--- src/hw/pcs_defs.svh ---
`ifndef PCS_DEFS_SVH
`define PCS_DEFS_SVH
// ----------------------------------------
// register offsets
// ----------------------------------------
`define PCS_OFS_OPTIONS   8'h86
`define PCS_OFS_POLARITY  8'hAE
`define PCS_OFS_IRQ_CTRL  8'hC0
`define PCS_OFS_CFG_LOW   8'hC2
`define PCS_OFS_CFG_HIGH  8'hC3
`define PCS_OFS_PORT4     8'hD8
`define PCS_OFS_BASE_LO0  8'h84
`define PCS_OFS_BASE_HI0  8'h85
`define PCS_OFS_BASE_LO1  8'h94
`define PCS_OFS_BASE_HI1  8'h95
`define PCS_OFS_BASE_LO2  8'hAC
`define PCS_OFS_BASE_HI2  8'hAD
`define PCS_OFS_BASE_LO3  8'hB4
`define PCS_OFS_BASE_HI3  8'hB5
// ----------------------------------------
// reset values and fields
// ----------------------------------------
`define PCS_RST_PORT      8'hFF
`define PCS_RST_CTRL      8'h00
`define PCS_POL_MASK      8'hF0
`define PCS_POL_LSB       4
`define PCS_PULLUP_BIT    0
`define PCS_IRQ_STRIDE    4
`define PCS_IRQ_TRIG      0
`define PCS_IRQ_PEND      1
`define PCS_IRQ_EN        2
`define PCS_IRQ_PRIO      3
// ----------------------------------------
// comparator masks
// ----------------------------------------
`define PCS_MASK_FULL     16'hFFFF
`define PCS_MASK_PAIR     16'hFFFE
`define PCS_MASK_QUAD     16'hFFFC
`define PCS_MASK_PAGE     16'hFF00
`endif

--- src/hw/pcs_pkg.sv ---
`default_nettype none
package pcs_pkg;
   typedef enum logic [1:0] {
      PCS_FN_IO   = 2'b00,
      PCS_FN_RD   = 2'b01,
      PCS_FN_WR   = 2'b10,
      PCS_FN_RDWR = 2'b11
   } pcs_func_e;
   typedef enum logic [1:0] {
      PCS_CMP_FULL = 2'b00,
      PCS_CMP_PAIR = 2'b01,
      PCS_CMP_QUAD = 2'b10,
      PCS_CMP_PAGE = 2'b11
   } pcs_cmp_e;
   // one configuration nibble, function in the upper pair
   typedef struct packed {
      pcs_func_e func;
      pcs_cmp_e  cmp;
   } pcs_pin_cfg_s;
   typedef struct packed {
      logic [15:0] addr;
      logic        rd_n;
      logic        wr_n;
   } pcs_xbus_s;
   typedef struct packed {
      logic       wr;
      logic       rd;
      logic [7:0] addr;
      logic [7:0] wdata;
   } pcs_sfr_req_s;
   typedef struct packed {
      logic       wr;
      logic [7:0] addr;
      logic       val;
   } pcs_bit_req_s;
endpackage
`default_nettype wire

--- src/hw/pcs_port4_csio.sv ---
`include "pcs_defs.svh"
`default_nettype none
//------------------------------------------------------------
// Behaviour
// two-bit function per pin: io, read, write, read/write strobe
// io function acts as quasi-bidirectional bit like port 1
// read strobe asserts only on read with address match
// write strobe asserts only on write with address match
// combined strobe asserts on read or write with address match
// each strobe pin has a 16-bit base, high and low bytes
// compare 00 matches all sixteen address bits
// compare 01 matches address bits 15 to 1
// compare 10 matches address bits 15 to 2
// compare 11 matches address bits 15 to 8
// upper config: pin3 function, pin3 compare, pin2 function, pin2 compare
// lower config: pin1 function, pin1 compare, pin0 function, pin0 compare
// polarity bits 7..4 for pins 3..0, one means active high
// settings independent per pin, free mixing of io and strobes
// port 0 open drain, pull-up option gives pulled-up bidirectional pins
// trigger bit set selects falling edge, clear selects low level
// edge mode sets pending on edge, clears when serviced
// interrupt requested only while its enable bit is set
// priority bit raises interrupt to high level
// interrupt control at C0, bit addressable, first enable at C2
// reset: port data all ones, control registers zero
// reserved polarity low bits read zero, ignore writes
// software sets base and polarity before picking a strobe function
//------------------------------------------------------------
module pcs_port4_csio (
   // clock and reset
   input  wire logic                  clock,
   input  wire logic                  rst,
   // special function register access
   input  wire pcs_pkg::pcs_sfr_req_s sfr_req,
   input  wire pcs_pkg::pcs_bit_req_s bit_req,
   output logic [7:0]                 sfr_rdata,
   // external bus strobes
   input  wire pcs_pkg::pcs_xbus_s    xbus,
   // port 4 pins
   input  wire logic [7:0]            p4_in,
   output logic [7:0]                 p4_out,
   output logic [7:0]                 p4_oe,
   // port 0 pins
   input  wire logic [7:0]            p0_latch,
   output logic [7:0]                 p0_out,
   output logic [7:0]                 p0_oe,
   output logic                       port0_pullup_enable,
   // extra interrupts
   input  wire logic                  extra_irq_a_n,
   input  wire logic                  extra_irq_b_n,
   input  wire logic [1:0]            irq_serviced,
   output logic [1:0]                 irq_request,
   output logic [1:0]                 irq_high_priority
);
   localparam int NUM_CS  = 4;
   localparam int NUM_IRQ = 2;
   localparam logic [7:0] BASE_LO_OFS [NUM_CS] = '{
      `PCS_OFS_BASE_LO0, `PCS_OFS_BASE_LO1,
      `PCS_OFS_BASE_LO2, `PCS_OFS_BASE_LO3};
   localparam logic [7:0] BASE_HI_OFS [NUM_CS] = '{
      `PCS_OFS_BASE_HI0, `PCS_OFS_BASE_HI1,
      `PCS_OFS_BASE_HI2, `PCS_OFS_BASE_HI3};

   //------------------------------------------------------------
   // register state
   //------------------------------------------------------------
   logic [7:0]  port4_data;
   logic [7:0]  strobe_polarity;
   logic [7:0]  pin_config_low;
   logic [7:0]  pin_config_high;
   logic [7:0]  port_options;
   logic [7:0]  irq_cfg;
   logic [1:0]  irq_pending;
   logic [7:0]  base_addr_low  [NUM_CS];
   logic [7:0]  base_addr_high [NUM_CS];
   logic [7:0]  extra_irq_control;
   logic [7:0]  wr_val;
   logic [7:0]  rd_mux;
   logic [15:0] cfg_all;
   logic [NUM_CS-1:0] cs_level;
   logic [NUM_CS-1:0] strobe_on;

   //------------------------------------------------------------
   // write decode
   //------------------------------------------------------------
   // byte writes hit any register, bit writes only aligned ones
   function automatic logic [7:0] wr_mask(
      input pcs_pkg::pcs_sfr_req_s s,
      input pcs_pkg::pcs_bit_req_s b,
      input logic [7:0]            ofs,
      input logic                  bitable
   );
      logic [7:0] m;
      m = 8'h00;
      if (s.wr && s.addr == ofs) begin
         m = 8'hFF;
      end else if (bitable && !s.wr && b.wr && b.addr[7:3] == ofs[7:3]) begin
         m = 8'h01 << b.addr[2:0];
      end
      return m;
   endfunction

   function automatic logic [7:0] merge(
      input logic [7:0] old,
      input logic [7:0] val,
      input logic [7:0] m
   );
      return (old & ~m) | (val & m);
   endfunction

   assign wr_val = sfr_req.wr ? sfr_req.wdata : {8{bit_req.val}};

   logic [7:0] m_port4;
   logic [7:0] m_pol;
   logic [7:0] m_low;
   logic [7:0] m_high;
   logic [7:0] m_opt;
   logic [7:0] m_irqctl;

   assign m_port4 = wr_mask(sfr_req, bit_req, `PCS_OFS_PORT4, 1'b1);
   assign m_pol   = wr_mask(sfr_req, bit_req, `PCS_OFS_POLARITY, 1'b0);
   assign m_low   = wr_mask(sfr_req, bit_req, `PCS_OFS_CFG_LOW, 1'b0);
   assign m_high  = wr_mask(sfr_req, bit_req, `PCS_OFS_CFG_HIGH, 1'b0);
   assign m_opt   = wr_mask(sfr_req, bit_req, `PCS_OFS_OPTIONS, 1'b0);
   assign m_irqctl = wr_mask(sfr_req, bit_req, `PCS_OFS_IRQ_CTRL, 1'b1);

   //------------------------------------------------------------
   // byte registers
   //------------------------------------------------------------
   always_ff @(posedge clock or posedge rst) begin
      if (rst) begin
         port4_data <= `PCS_RST_PORT;
      end else begin
         port4_data <= merge(port4_data, wr_val, m_port4);
      end
   end

   always_ff @(posedge clock or posedge rst) begin
      if (rst) begin
         strobe_polarity <= `PCS_RST_CTRL;
         pin_config_low  <= `PCS_RST_CTRL;
         pin_config_high <= `PCS_RST_CTRL;
         port_options    <= `PCS_RST_CTRL;
      end else begin
         // reserved low bits never store
         strobe_polarity <= merge(strobe_polarity, wr_val, m_pol & `PCS_POL_MASK);
         pin_config_low  <= merge(pin_config_low, wr_val, m_low);
         pin_config_high <= merge(pin_config_high, wr_val, m_high);
         port_options    <= merge(port_options, wr_val, m_opt);
      end
   end

   // pending bits live in their own flops below
   always_ff @(posedge clock or posedge rst) begin
      if (rst) begin
         irq_cfg <= `PCS_RST_CTRL;
      end else begin
         irq_cfg <= merge(irq_cfg, wr_val, m_irqctl);
      end
   end

   genvar k;
   generate
      for (k = 0; k < NUM_CS; k++) begin : g_base
         always_ff @(posedge clock or posedge rst) begin
            if (rst) begin
               base_addr_low[k]  <= `PCS_RST_CTRL;
               base_addr_high[k] <= `PCS_RST_CTRL;
            end else begin
               if (sfr_req.wr && sfr_req.addr == BASE_LO_OFS[k]) begin
                  base_addr_low[k] <= sfr_req.wdata;
               end
               if (sfr_req.wr && sfr_req.addr == BASE_HI_OFS[k]) begin
                  base_addr_high[k] <= sfr_req.wdata;
               end
            end
         end
      end
   endgenerate

   //------------------------------------------------------------
   // pin synchronisers
   //------------------------------------------------------------
   logic [7:0] p4_s1;
   logic [7:0] p4_s2;
   logic [1:0] irq_s1;
   logic [1:0] irq_s2;
   logic [1:0] irq_prev;

   always_ff @(posedge clock or posedge rst) begin
      if (rst) begin
         p4_s1 <= 8'hFF;
         p4_s2 <= 8'hFF;
      end else begin
         p4_s1 <= p4_in;
         p4_s2 <= p4_s1;
      end
   end

   // idle high so no edge is seen leaving reset
   always_ff @(posedge clock or posedge rst) begin
      if (rst) begin
         irq_s1   <= 2'h3;
         irq_s2   <= 2'h3;
         irq_prev <= 2'h3;
      end else begin
         irq_s1   <= {extra_irq_b_n, extra_irq_a_n};
         irq_s2   <= irq_s1;
         irq_prev <= irq_s2;
      end
   end

   //------------------------------------------------------------
   // chip-select strobes
   //------------------------------------------------------------
   assign cfg_all = {pin_config_high, pin_config_low};

   genvar i;
   generate
      for (i = 0; i < NUM_CS; i++) begin : g_cs
         // each pin owns its nibble, base and polarity
         pcs_strobe_unit u_strobe (
            .clock     (clock),
            .rst       (rst),
            .cfg       (cfg_all[4*i +: 4]),
            .polarity  (strobe_polarity[`PCS_POL_LSB + i]),
            .base      ({base_addr_high[i], base_addr_low[i]}),
            .xbus      (xbus),
            .cs_level  (cs_level[i]),
            .strobe_on (strobe_on[i])
         );
         // strobes drive both levels, io only pulls low
         assign p4_out[i] = strobe_on[i] ? cs_level[i] : port4_data[i];
         assign p4_oe[i]  = strobe_on[i] || !port4_data[i];
      end
   endgenerate

   // upper half stays plain quasi-bidirectional
   assign p4_out[7:4] = port4_data[7:4];
   assign p4_oe[7:4]  = ~port4_data[7:4];

   //------------------------------------------------------------
   // port 0
   //------------------------------------------------------------
   // pull-ups come from outside, this end only sinks
   assign port0_pullup_enable = port_options[`PCS_PULLUP_BIT];
   assign p0_out = 8'h00;
   assign p0_oe  = ~p0_latch;

   //------------------------------------------------------------
   // extra interrupts
   //------------------------------------------------------------
   genvar c;
   generate
      for (c = 0; c < NUM_IRQ; c++) begin : g_irq
         localparam int B = c * `PCS_IRQ_STRIDE;
         logic trig;
         logic fall;
         assign trig = irq_cfg[B + `PCS_IRQ_TRIG];
         assign fall = irq_prev[c] && !irq_s2[c];

         // a detected edge beats a service or software clear
         always_ff @(posedge clock or posedge rst) begin
            if (rst) begin
               irq_pending[c] <= 1'b0;
            end else if (!trig) begin
               irq_pending[c] <= !irq_s2[c];
            end else if (fall) begin
               irq_pending[c] <= 1'b1;
            end else if (irq_serviced[c]) begin
               irq_pending[c] <= 1'b0;
            end else if (m_irqctl[B + `PCS_IRQ_PEND]) begin
               irq_pending[c] <= wr_val[B + `PCS_IRQ_PEND];
            end
         end

         assign irq_request[c] = irq_cfg[B + `PCS_IRQ_EN] && irq_pending[c];
         assign irq_high_priority[c] = irq_cfg[B + `PCS_IRQ_PRIO];

      end
   endgenerate

   //------------------------------------------------------------
   // read path
   //------------------------------------------------------------
   always_comb begin
      extra_irq_control = irq_cfg;
      extra_irq_control[`PCS_IRQ_PEND] = irq_pending[0];
      extra_irq_control[`PCS_IRQ_STRIDE + `PCS_IRQ_PEND] = irq_pending[1];
   end

   // unmapped offsets read zero; port 4 reads the pins
   always_comb begin
      rd_mux = 8'h00;
      case (sfr_req.addr)
         `PCS_OFS_PORT4:    rd_mux = p4_s2;
         `PCS_OFS_POLARITY: rd_mux = strobe_polarity & `PCS_POL_MASK;
         `PCS_OFS_CFG_LOW:  rd_mux = pin_config_low;
         `PCS_OFS_CFG_HIGH: rd_mux = pin_config_high;
         `PCS_OFS_OPTIONS:  rd_mux = port_options;
         `PCS_OFS_IRQ_CTRL: rd_mux = extra_irq_control;
         default:           rd_mux = 8'h00;
      endcase
      for (int n = 0; n < NUM_CS; n++) begin
         if (sfr_req.addr == BASE_LO_OFS[n]) begin
            rd_mux = base_addr_low[n];
         end
         if (sfr_req.addr == BASE_HI_OFS[n]) begin
            rd_mux = base_addr_high[n];
         end
      end
   end

   always_ff @(posedge clock or posedge rst) begin
      if (rst) begin
         sfr_rdata <= 8'h00;
      end else if (sfr_req.rd) begin
         sfr_rdata <= rd_mux;
      end
   end
endmodule // pcs_port4_csio
`default_nettype wire

--- src/hw/pcs_strobe_unit.sv ---
`include "pcs_defs.svh"
`default_nettype none
module pcs_strobe_unit (
   // clock and reset
   input  wire logic                 clock,
   input  wire logic                 rst,
   // settings
   input  wire pcs_pkg::pcs_pin_cfg_s cfg,
   input  wire logic                 polarity,
   input  wire logic [15:0]          base,
   // external bus
   input  wire pcs_pkg::pcs_xbus_s   xbus,
   // pin side
   output logic                      cs_level,
   output logic                      strobe_on
);
   logic [15:0] mask;
   logic        hit;
   logic        want;
   logic        active;

   always_comb begin
      case (cfg.cmp)
         pcs_pkg::PCS_CMP_FULL: mask = `PCS_MASK_FULL;
         pcs_pkg::PCS_CMP_PAIR: mask = `PCS_MASK_PAIR;
         pcs_pkg::PCS_CMP_QUAD: mask = `PCS_MASK_QUAD;
         default:               mask = `PCS_MASK_PAGE;
      endcase
   end

   assign hit = ((xbus.addr ^ base) & mask) == 16'h0000;

   always_comb begin
      case (cfg.func)
         pcs_pkg::PCS_FN_RD:   want = !xbus.rd_n;
         pcs_pkg::PCS_FN_WR:   want = !xbus.wr_n;
         pcs_pkg::PCS_FN_RDWR: want = !xbus.rd_n || !xbus.wr_n;
         default:              want = 1'b0;
      endcase
   end

   assign active    = hit && want;
   assign strobe_on = cfg.func != pcs_pkg::PCS_FN_IO;

   // idle level is the inverse of the polarity bit
   always_ff @(posedge clock or posedge rst) begin
      if (rst) begin
         cs_level <= 1'b1;
      end else begin
         cs_level <= active ? polarity : !polarity;
      end
   end
endmodule // pcs_strobe_unit
`default_nettype wire

--- config.mk ---
export PLATFORM = sky130hd
export DESIGN_NAME = pcs_port4_csio
export DESIGN_NICKNAME = d
export VERILOG_FILES = /design/src/hw/pcs_pkg.sv /design/src/hw/pcs_port4_csio.sv /design/src/hw/pcs_strobe_unit.sv
export VERILOG_INCLUDE_DIRS = /design/src /design/src/hw
export SDC_FILE = /design/constraint.sdc
export NUM_CORES = 1
export LEC_CHECK = 0
export BUFFER_PORTS_ARGS = -buffer_cell sky130_fd_sc_hd__buf_2
export CORE_MARGIN = 2
export CORE_UTILIZATION = 35
export DETAILED_ROUTE_END_ITERATION = 7
export PLACE_DENSITY = 0.62
export SLEW_MARGIN = 5
export SYNTH_ARGS = -nofsm -noshare
export SYNTH_HDL_FRONTEND = slang
export SYNTH_SLANG_ARGS = --single-unit
--- constraint.sdc ---
create_clock -name clock -period 3.7 [get_ports clock]
set_input_delay 0 -clock clock [delete_from_list [all_inputs] [get_ports clock]]
set_output_delay 0 -clock clock [all_outputs]
set_load 0.01 [all_outputs]
### After elaboration in Yosys (flattened, before gate mapping)

Cells that the tools add are included.
W data, S select, Z words.

| word-level totals | value |
|---|---|
| word-level logic and storage cells | 196 |
| input port bits | 68 |
| output and inout bits | 45 |
| register bits after elaboration | 148 |

| operators by class | value |
|---|---|
| shifts and indexed selects | 1 |
| equality and inequality tests | 38 |
| reductions and logical operators | 55 |
| mux-type cells | 42 |
| bitwise logic cells | 34 |

Operator list:

| cell | number |
|---|---|
| $mux W8 | 17 |
| $eq A8 B8 Y1 const B | 14 |
| $and A8 B8 Y8 | 12 |
| $pmux W8 S3 | 4 |
| $and A16 B16 Y16 | 4 |
| $logic_not A16 Y1 | 4 |
| $xor A16 B16 Y16 | 4 |
| $not A8 Y8 | 7 |
| $or A8 B8 Y8 | 6 |
| $pmux W8 S6 | 1 |
| $logic_and A1 B1 Y1 | 25 |
| $eq A2 B2 Y1 const B | 12 |
| $eq A2 B1 Y1 const B | 8 |
| $mux W1 | 16 |
| $logic_not A1 Y1 | 13 |
| $pmux W1 S3 | 4 |
| $eq A5 B5 Y1 const B | 2 |
| $logic_not A2 Y1 | 4 |
| $ne A4 B2 Y1 const B | 2 |
| $reduce_bool A2 Y1 | 4 |
| $shl A1 B3 Y8 const A | 1 |
| $logic_or A1 B1 Y1 | 5 |
| $not A4 Y4 | 1 |

### Logic depth before layout (Yosys ltp)

Gate-level depths: netlist of the first run.

| logic depth | value |
|---|---|
| depth after elaboration | 10 |
| mapped depth | 8 |
| depth with buffers taken out | 5 |

### Cells and area by module

A second synthesis of the first run with hierarchy kept.

| second synthesis, totals | value |
|---|---|
| cell total of the unflattened synthesis | 701 |
| area, all modules | 7787.5 um^2 |

Modules (own cells, without submodules):

| module | instances | sequential area each (um^2) | area each (um^2) | cells an instance |
|---|---|---|---|---|
| pcs_port4_csio | 1 | 3490.8 | 6746.5 | 581 |
| pcs_strobe_unit | 4 | 26.3 | 260.2 | 30 |

### Worst setup path after synthesis of the first run

OpenSTA, ideal clock, no wires.

| timing path | value |
|---|---|
| kind | in2reg |
| from | input port sfr_req[8] in the netlist's numbering |
| to | register base_addr_low[0] in the netlist's numbering |
| setup time | 0.125 ns |
| arrival | 1.390 ns |
| buffers on the path | 2 |
| slack | 2.185 ns |
| cell stages on the path | 6 |
| required time | 3.575 ns |
| cells stage by stage | buf_2 -> or4b_1 -> buf_2 -> nor2_4 -> nand2_2 -> mux2_2 |

| between the ends | value |
|---|---|
| cells in the longest elaborated chain, start to end | 2 |

RTL lines:

| element | RTL line | source |
|---|---|---|
| start, declared | pcs_port4_csio.sv:34 | `input wire pcs_pkg::pcs_sfr_req_s sfr_req,` |
| $eq A8 B8 Y1 | pcs_port4_csio.sv:170 | `if (sfr_req.wr && sfr_req.addr == BASE_LO_OFS[k]) begin` |
| $logic_and A1 B1 Y1 | pcs_port4_csio.sv:170 |  |
| end signal, assigned by index | pcs_port4_csio.sv:167 | `` base_addr_low[k] <= `PCS_RST_CTRL; `` |
| end signal, assigned by index | pcs_port4_csio.sv:171 | `base_addr_low[k] <= sfr_req.wdata;` |
| end, declared | pcs_port4_csio.sv:74 | `logic [7:0] base_addr_low [NUM_CS];` |

Every way passes these cells.
A chain may end at the register's enable or synchronous reset.

### Worst setup path in the final report of the first run

| timing path | value |
|---|---|
| from | input port sfr_req[8] in the netlist's numbering |
| to | register sfr_rdata[7] |

| between the ends | value |
|---|---|
| cells in the longest elaborated chain, start to end | 10 |
| elaborated cells between the ends (all ways) | 23 |
| classes of those cells | 14 x eq/ne; 9 x mux |

RTL lines:

| element | RTL line | source |
|---|---|---|
| $eq A8 B8 Y1 | pcs_port4_csio.sv:295 | `case (sfr_req.addr)` |
| $pmux W8 S6 | pcs_port4_csio.sv:295 |  |
| $mux W8 | pcs_port4_csio.sv:305 | `if (sfr_req.addr == BASE_LO_OFS[n]) begin` |
| $mux W8 | pcs_port4_csio.sv:308 | `if (sfr_req.addr == BASE_HI_OFS[n]) begin` |
| $mux W8 | pcs_port4_csio.sv:305 |  |
| $mux W8 | pcs_port4_csio.sv:308 |  |
| $mux W8 | pcs_port4_csio.sv:305 |  |
| $mux W8 | pcs_port4_csio.sv:308 |  |
| $mux W8 | pcs_port4_csio.sv:305 |  |
| $mux W8 * | pcs_port4_csio.sv:308 |  |
| end signal, assigned | pcs_port4_csio.sv:318 | `sfr_rdata <= rd_mux;` |
| end, declared | pcs_port4_csio.sv:36 | `output logic [7:0] sfr_rdata,` |

Mark *: on every way between the ends. The rest lies on a longest branch, timed or not.

==> metrics.json, run 1 <==
{
  "place.port_buffers": {"value": 104},
  "num-fill-cells": {"value": 2129},
  "dp_hpwl": {"value": 17300, "unit": "µm"},
  "power_per_cell_area": {"value": 421, "unit": "nW/µm²"},
  "clk-insertion-delay-late": {"value": 0.42, "unit": "ns"},
  "class_of_the_worst_hold_path": {"value": "input pin to register"},
  "synth_largest_type_area_fraction": {"value": 0.343},
  "post-route-period-util": {"value": 0.533},
  "synth.largest_area_cell": {"value": "sky130_fd_sc_hd__dfrtp_1"},
  "grt_pass1_wl": {"value": 35700, "unit": "µm"},
  "async_reset_ff_frac": {"value": 1.00},
  "number_of_global_route_vias_before_repair": {"value": 5775},
  "number_of_instances_in_the_synthesized_netlist": {"value": 724},
  "fmax": {"value": 507, "unit": "MHz"},
  "number_of_setup_buffers_added_after_cts": {"value": 0},
  "ant_nets": {"value": 0},
  "slowest_stage": {"value": "sky130_fd_sc_hd__nand4bb_1"},
  "path_clk_slew": {"value": 0.06, "unit": "ns"},
  "dr.first_iter.drc_count": {"value": 602},
  "place.gp.congestion": {"value": 0.904},
  "chipWidth": {"value": 154, "unit": "µm"},
  "max-slew-margin-rel": {"value": 0.484},
  "number_of_antenna_violations_at_the_first_check_in_global_routing": {"value": 0},
  "finalSetupViolCount": {"value": 0},
  "synth.area.top_cells": {"value": "sky130_fd_sc_hd__dfrtp_1 (34%), sky130_fd_sc_hd__mux2_2 (13%), sky130_fd_sc_hd__dfstp_2 (11%)"},
  "routedWlPerCell": {"value": 21.5, "unit": "µm"},
  "num_antenna_cells": {"value": 0},
  "capturing_element_type_of_the_critical_path": {"value": "register"},
  "placed_cells_incl_taps": {"value": 1052},
  "multiInputGateArea": {"value": 3880, "unit": "µm²"},
  "drt_drc_violations_left": {"value": 0},
  "finalWorstPathRequiredPeriod": {"value": 1.97, "unit": "ns"},
  "sequential_cell_area_fraction_in_the_yosys_report": {"value": 0.456},
  "ys_types": {"value": 67},
  "synthesis.area": {"value": 7880, "unit": "µm²"},
  "critical_path.max_fanout": {"value": 35},
  "placeableCoreArea": {"value": 22000, "unit": "µm²"},
  "worstHoldPathCells": {"value": 3},
  "outcome": {"value": "finished, final reports clean"},
  "clock_root_buffer": {"value": "sky130_fd_sc_hd__clkbuf_16"},
  "final-seq-area": {"value": 3600, "unit": "µm²"},
  "crit-reg2reg-capture": {"value": "g_cs[2].u_strobe.cs_level$_DFF_PP1_"},
  "worst_setup_path_start_kind": {"value": "input pin"},
  "final-instance-count-excl-fill": {"value": 1097},
  "cap_violations": {"value": 0},
  "detail_route.first_pass.iterations": {"value": 4},
  "criticalPathCategory": {"value": "input pin to register"},
  "synth-main-ff-cell": {"value": "sky130_fd_sc_hd__dfrtp_1"},
  "detailed_route_via_count": {"value": 5991},
  "report.final.hold_viol_count": {"value": 0},
  "hold_path.startpoint": {"value": "bit_req[1]"},
  "totalWireLength": {"value": 23600, "unit": "µm"},
  "slowest_delay": {"value": 0.70, "unit": "ns"},
  "timing.critical_path.arrival": {"value": 2.29, "unit": "ns"},
  "die_h": {"value": 154, "unit": "µm"},
  "avgViaCountPerCell": {"value": 5.46},
  "worst_clk_skew": {"value": 0.00615, "unit": "ns"},
  "areaGrowthSynthToFinish": {"value": 16.5, "unit": "%"},
  "actual_transition_at_the_worst_max_transition_pin": {"value": 0.774, "unit": "ns"},
  "reg2reg_depth": {"value": 5},
  "ys_ff_latch": {"value": 142},
  "numCtsBuffers": {"value": 17},
  "most_numerous_cell_types_in_the_synthesized_netlist": {"value": "sky130_fd_sc_hd__dfrtp_1 (108), sky130_fd_sc_hd__mux2_2 (88), sky130_fd_sc_hd__xnor2_1 (52)"},
  "static-leakage-power": {"value": 0.00412, "unit": "µW"},
  "synth.most_common_cell": {"value": "sky130_fd_sc_hd__dfrtp_1"},
  "top_level_ports": {"value": 113},
  "cts_resized": {"value": 0},
  "globalRouteTotalUtil": {"value": 0.202},
  "number_of_flops_mapped_to_enable_cells_by_yosys": {"value": 0},
  "rsz0062_at_grt": {"value": "no"},
  "worst-r2r-setup-slack": {"value": 1.95, "unit": "ns"},
  "slew_viols_final": {"value": 0},
  "synth_area_per_cell": {"value": 10.9, "unit": "µm²"},
  "finalCoreUtilization": {"value": 0.418},
  "grt_overflow_total": {"value": 0},
  "ir_worst_vdd": {"value": 0.295, "unit": "mV"},
  "die_area": {"value": 23700, "unit": "µm²"},
  "worst-endpoint-required": {"value": 4.01, "unit": "ns"},
  "initial_core_util": {"value": 0.359},
  "crit-reg2reg-launch": {"value": "base_addr_low[15]$_DFFE_PP0P_"},
  "yosys_warnings": {"value": 0},
  "layout.nets": {"value": 872},
  "fraction_of_final_layout_cells_sized_beyond_drive_strength_1": {"value": 0.348},
  "cts_tree": {"value": "built"},
  "cp_cell_sequence": {"value": "buf_2 -> nand4bb_1 -> o32ai_1 -> a211oi_1 -> a2bb2oi_1 -> nand2_1"},
  "clock_sinks": {"value": 142},
  "row_count": {"value": 54},
  "grt_start_max_net_pins": {"value": 143},
  "cts-root-to-sink-buffers": {"value": 2},
  "cts_htree_levels": {"value": 4},
  "sum_neg_setup_slack": {"value": 0, "unit": "ns"}
}
==> how the worst max path moves through the flow <==
stage	startpoint	endpoint	slack (ns)	cells after the start
floorplan	rst	async pin	1.95	1
global placement	sfr_req[8]	sfr_rdata[5]$_DFFE_PP0P_	1.37	6
detailed placement	sfr_req[8]	sfr_rdata[5]$_DFFE_PP0P_	1.33	6
CTS	sfr_req[8]	sfr_rdata[5]$_DFFE_PP0P_	1.78	6
global route	sfr_req[8]	sfr_rdata[6]$_DFFE_PP0P_	1.53	6
finish	sfr_req[8]	sfr_rdata[7]$_DFFE_PP0P_	1.73	6
==> kinds of logic (layout without fill, tap and decap cells) <==
group	after synthesis	in the layout	share of synthesized area
AOI/OAI and AO/OA	125	125	0.109
xor gates and xnor gates	68	68	0.0756
buffers and inverters	89	175	0.0548
DFF	142	142	0.456
muxes	116	116	0.164
other	1	8	0.000476
and+or+nand+nor	183	183	0.140
==> cell usage in the layout (no fill, tap or decap), types with 17 or more instances in the layout <==
master                      instances
sky130_fd_sc_hd__dfrtp_1          108
sky130_fd_sc_hd__buf_2            104
sky130_fd_sc_hd__mux2_2            88
sky130_fd_sc_hd__xnor2_1           52
sky130_fd_sc_hd__nand2_1           45
sky130_fd_sc_hd__dfstp_2           34
sky130_fd_sc_hd__nor2_1            24
sky130_fd_sc_hd__a21oi_1           24
sky130_fd_sc_hd__o21ai_0           24
sky130_fd_sc_hd__inv_1             23
sky130_fd_sc_hd__nor4_1            17
sky130_fd_sc_hd__nor3_1            17
sky130_fd_sc_hd__clkbuf_16         17
==> routing by layer <==
metal / vias to the layer above / global-route usage / part of all wire
li1: 2745 / - / -
met1: 2974 / 0.274 / 0.45
met2: 227 / 0.320 / 0.47
met3: 45 / 0.0369 / 0.053
met4: 0 / 0.0788 / 0.031
met5: - / 0 / 0
==> power breakdown <==
group	leakage, µW	switching [µW]	internal, µW
Sequential	0.00182	81.0	1650
Combinational	0.00202	259	189
Clock	0.000271	674	1010
==> through the flow <==
stage | hold slack (ns) | power, µW | area [µm²] | setup WS (ns)
after floorplan | 0.00448 | 2030 | 7910 | 1.95
after global placement | 0.105 | 2190 | 8470 | 1.37
after detailed placement | 0.106 | 2190 | 8470 | 1.33
after CTS | 0.0332 | 3900 | 9190 | 1.78
after global routing | 0.0646 | 4020 | 9190 | 1.53
final | 0.0515 | 3860 | 9190 | 1.73
==> what timing repair did <==
item | in CTS | in global routing
hold buffers | 13 | 0
hold endpoints to repair | 120 | 0
setup endpoints to repair | 0 | 0
==> cell type report <==
class | count | share of cell area
multi-input combinational | 500 | 0.423
tap | 280 | 0.0381
clock inverter | 13 | 0.0155
clock buffer | 19 | 0.0482
inverter | 24 | 0.0102
sequential | 142 | 0.391
timing repair buffer | 119 | 0.0738
==> worst max-delay path: cells and delay by family <==
family                 cells  cell delay, ns
AOI/OAI and AO/OA          3            0.94
buffers and inverters      1            0.57
and+or+nand+nor            2            0.77
(Power assumes the default switching activity.)
==> run 2: changes to the inputs <==
--- a/config.mk
+++ b/config.mk
@@ -10,7 +10,7 @@
 export CORE_MARGIN = 2
 export CORE_UTILIZATION = 35
 export DETAILED_ROUTE_END_ITERATION = 7
-export PLACE_DENSITY = 0.62
+export PLACE_DENSITY = 0.6
 export SLEW_MARGIN = 5
 export SYNTH_ARGS = -nofsm -noshare
 export SYNTH_HDL_FRONTEND = slang
==> constraint.sdc (replaced) <==
create_clock -name clock -period 1.82 [get_ports clock]
set_input_delay 0 -clock clock [delete_from_list [all_inputs] [get_ports clock]]
set_output_delay 0 -clock clock [all_outputs]
set_load 0.01 [all_outputs]
==> run 2 against run 1 <==
Effect of this change: worst setup slack worse by 1.6 ns; combinational power rose by 110%; die area unchanged; highest routed layer unchanged; core utilization increased by 1.5 points; largest power group is now clock.
==> metrics.json, run 2 (synthesis gave the netlist of run 1 again) <==
{
  "worst_clk_skew": {"value": 0.00550, "unit": "ns"},
  "busiest_layer": {"value": "met2"},
  "initial_core_util": {"value": 0.359},
  "sw_frac_of_total": {"value": 0.261},
  "worst-endpoint-required": {"value": 2.16, "unit": "ns"},
  "cap_violations": {"value": 0},
  "class_of_the_worst_hold_path": {"value": "input pin to register"},
  "placeableCoreArea": {"value": 22000, "unit": "µm²"},
  "cts-root-to-sink-buffers": {"value": 2},
  "grt_overflow_total": {"value": 0},
  "numCtsBuffers": {"value": 17},
  "globalRouteTotalUtil": {"value": 0.210},
  "detail_route.first_pass.iterations": {"value": 4},
  "fmax": {"value": 582, "unit": "MHz"},
  "critical_path.max_fanout": {"value": 3},
  "top_level_ports": {"value": 113},
  "capturing_element_type_of_the_critical_path": {"value": "register"},
  "clkPwrFrac": {"value": 0.445},
  "avgViaCountPerCell": {"value": 5.41},
  "path_clk_slew": {"value": 0.06, "unit": "ns"},
  "ir_worst_vdd": {"value": 0.620, "unit": "mV"},
  "max-slew-margin-rel": {"value": 0.535},
  "finalWorstPathRequiredPeriod": {"value": 1.72, "unit": "ns"},
  "power_frac_comb": {"value": 0.119},
  "report.final.hold_viol_count": {"value": 0},
  "place.gp.congestion": {"value": 0.991},
  "clk-insertion-delay-late": {"value": 0.43, "unit": "ns"},
  "cts_tree": {"value": "built"},
  "hold_path.startpoint": {"value": "xbus[10]"},
  "final-instance-count-excl-fill": {"value": 1134},
  "clock_sinks": {"value": 142},
  "grt.met1_usage": {"value": 0.282},
  "chipWidth": {"value": 154, "unit": "µm"},
  "power_per_cell_area": {"value": 849, "unit": "nW/µm²"},
  "worst_setup_path_start_kind": {"value": "register"},
  "p_sw": {"value": 2110, "unit": "µW"},
  "min_delay_worst_endpoint": {"value": "g_cs[0].u_strobe.cs_level$_DFF_PP1_"},
  "worstHoldPathCells": {"value": 4},
  "power.internal": {"value": 5970, "unit": "µW"},
  "reg2reg_depth": {"value": 5},
  "drt_drc_violations_left": {"value": 0},
  "grt_pass1_wl": {"value": 36900, "unit": "µm"},
  "clock_root_buffer": {"value": "sky130_fd_sc_hd__clkbuf_16"},
  "actual_transition_at_the_worst_max_transition_pin": {"value": 0.691, "unit": "ns"},
  "areaGrowthSynthToFinish": {"value": 20.8, "unit": "%"},
  "dp_hpwl": {"value": 18400, "unit": "µm"},
  "row_count": {"value": 54},
  "die_area": {"value": 23700, "unit": "µm²"},
  "place.port_buffers": {"value": 104},
  "worst-r2r-setup-slack": {"value": 0.10, "unit": "ns"},
  "die_h": {"value": 154, "unit": "µm"},
  "num_antenna_cells": {"value": 0},
  "timing.critical_path.arrival": {"value": 2.06, "unit": "ns"},
  "dr.first_iter.drc_count": {"value": 485},
  "mostFrequentLayoutCells": {"value": "sky130_fd_sc_hd__dfrtp_1 (108), sky130_fd_sc_hd__buf_2 (104), sky130_fd_sc_hd__mux2_2 (88), sky130_fd_sc_hd__xnor2_1 (52), sky130_fd_sc_hd__nand2_1 (45)"},
  "static-leakage-power": {"value": 0.00433, "unit": "µW"},
  "placed_cells_incl_taps": {"value": 1089},
  "totalWireLength": {"value": 24400, "unit": "µm"},
  "layout.nets": {"value": 909},
  "crit-reg2reg-capture": {"value": "g_cs[3].u_strobe.cs_level$_DFF_PP1_"},
  "number_of_antenna_violations_at_the_first_check_in_global_routing": {"value": 0},
  "rsz0062_at_grt": {"value": "no"},
  "seq_power_share": {"value": 0.436},
  "crit-reg2reg-launch": {"value": "base_addr_low[7]$_DFFE_PP0P_"},
  "detailed_route_via_count": {"value": 6140},
  "finalCoreUtilization": {"value": 0.434},
  "outcome": {"value": "finished, final reports clean"},
  "fraction_of_final_layout_cells_sized_beyond_drive_strength_1": {"value": 0.376},
  "ant_nets": {"value": 0},
  "routedWlPerCell": {"value": 21.6, "unit": "µm"},
  "grtUsageMet2": {"value": 0.332},
  "global_route.usage.met3": {"value": 0.0361},
  "final.hold.worst_slack": {"value": 0.0377, "unit": "ns"},
  "grt_start_max_net_pins": {"value": 78},
  "final-seq-area": {"value": 3600, "unit": "µm²"},
  "finalSetupViolCount": {"value": 0},
  "slew_viols_final": {"value": 0},
  "cts_htree_levels": {"value": 4},
  "num-fill-cells": {"value": 2084},
  "criticalPathCategory": {"value": "register to register"},
  "number_of_global_route_vias_before_repair": {"value": 6066},
  "layout.cells.most_common": {"value": "sky130_fd_sc_hd__dfrtp_1"},
  "multiInputGateArea": {"value": 3880, "unit": "µm²"},
  "post-route-period-util": {"value": 0.945}
}
## run 2: cell types whose count changed in the layout (fill, tap and decap cells not counted)
| cell | delta |
|---|---|
| sky130_fd_sc_hd__buf_4 | +34 |
| sky130_fd_sc_hd__clkinv_4 | -3 |
| sky130_fd_sc_hd__clkinv_2 | +1 |
| sky130_fd_sc_hd__o21ai_1 | +1 |
| sky130_fd_sc_hd__o21ai_0 | -1 |
| sky130_fd_sc_hd__buf_12 | +3 |
| sky130_fd_sc_hd__bufinv_16 | +1 |
| sky130_fd_sc_hd__inv_6 | +3 |
| sky130_fd_sc_hd__clkinvlp_4 | -2 |
## run 2: stage by stage
stage,power [µW],instance area (µm²),setup slack [ns],setup TNS [ns]
detailed placement,4520,8780,-0.0852,-0.517
global route,8410,9520,0.0130,0
floorplan,4130,7910,0.0707,0
global placement,4500,8780,-0.0686,-0.543
finish,8080,9520,0.101,0
CTS,8140,9520,0.128,0
## run 2: worst max-delay path, stage by stage (launching register included)
cell	delay, ns
sky130_fd_sc_hd__dfrtp_1	0.41
sky130_fd_sc_hd__xnor2_1	0.18
sky130_fd_sc_hd__nand4_1	0.13
sky130_fd_sc_hd__nor3_1	0.45
sky130_fd_sc_hd__o2111ai_1	0.25
sky130_fd_sc_hd__xor2_1	0.20
## run 2: worst max path at each step
stage	slack, ns	from	depth (start not counted)	to
floorplan	0.07	rst	1	async pin
global placement	-0.07	sfr_req[11]	7	base_addr_high[13]$_DFFE_PP0P_
detailed placement	-0.09	sfr_req[11]	7	base_addr_high[12]$_DFFE_PP0P_
CTS	0.13	register	5	sfr_rdata[3]$_DFFE_PP0P_
global route	0.01	base_addr_low[19]$_DFFE_PP0P_	5	g_cs[1].u_strobe.cs_level$_DFF_PP1_
finish	0.10	base_addr_low[7]$_DFFE_PP0P_	5	g_cs[3].u_strobe.cs_level$_DFF_PP1_
## run 2: repair_timing
| item | in CTS | in global routing |
|---|---|---|
| gates resized for setup | 0 | 1 |
| endpoints found under the setup margin | 0 | 1 |
| hold buffers | 13 | 0 |
| setup buffers | 0 | 0 |
| hold endpoints to repair | 124 | 0 |
## run 2: layout make-up
type	instances	area share
clock buffer	19	0.0465
clock inverter	13	0.0171
inverter	24	0.00986
multi-input combinational	500	0.408
sequential	142	0.378
tap	280	0.0368
timing repair buffer	156	0.104
## run 2: layer usage
layer,share of wire,vias up
li1,-,2822
met3,0.050,55
met4,0.035,0
met5,0,-
met2,0.47,223
met1,0.45,3040
## run 2: power groups by stage
stage                     sequential [µW]  combinational, µW  clock (µW)
after floorplan                      3510                618           0
after global placement               3570                935           0
after global routing                 3540               1050        3820
after CTS                            3520                970        3650
after detailed placement             3570                945           0
final                                3520                965        3600
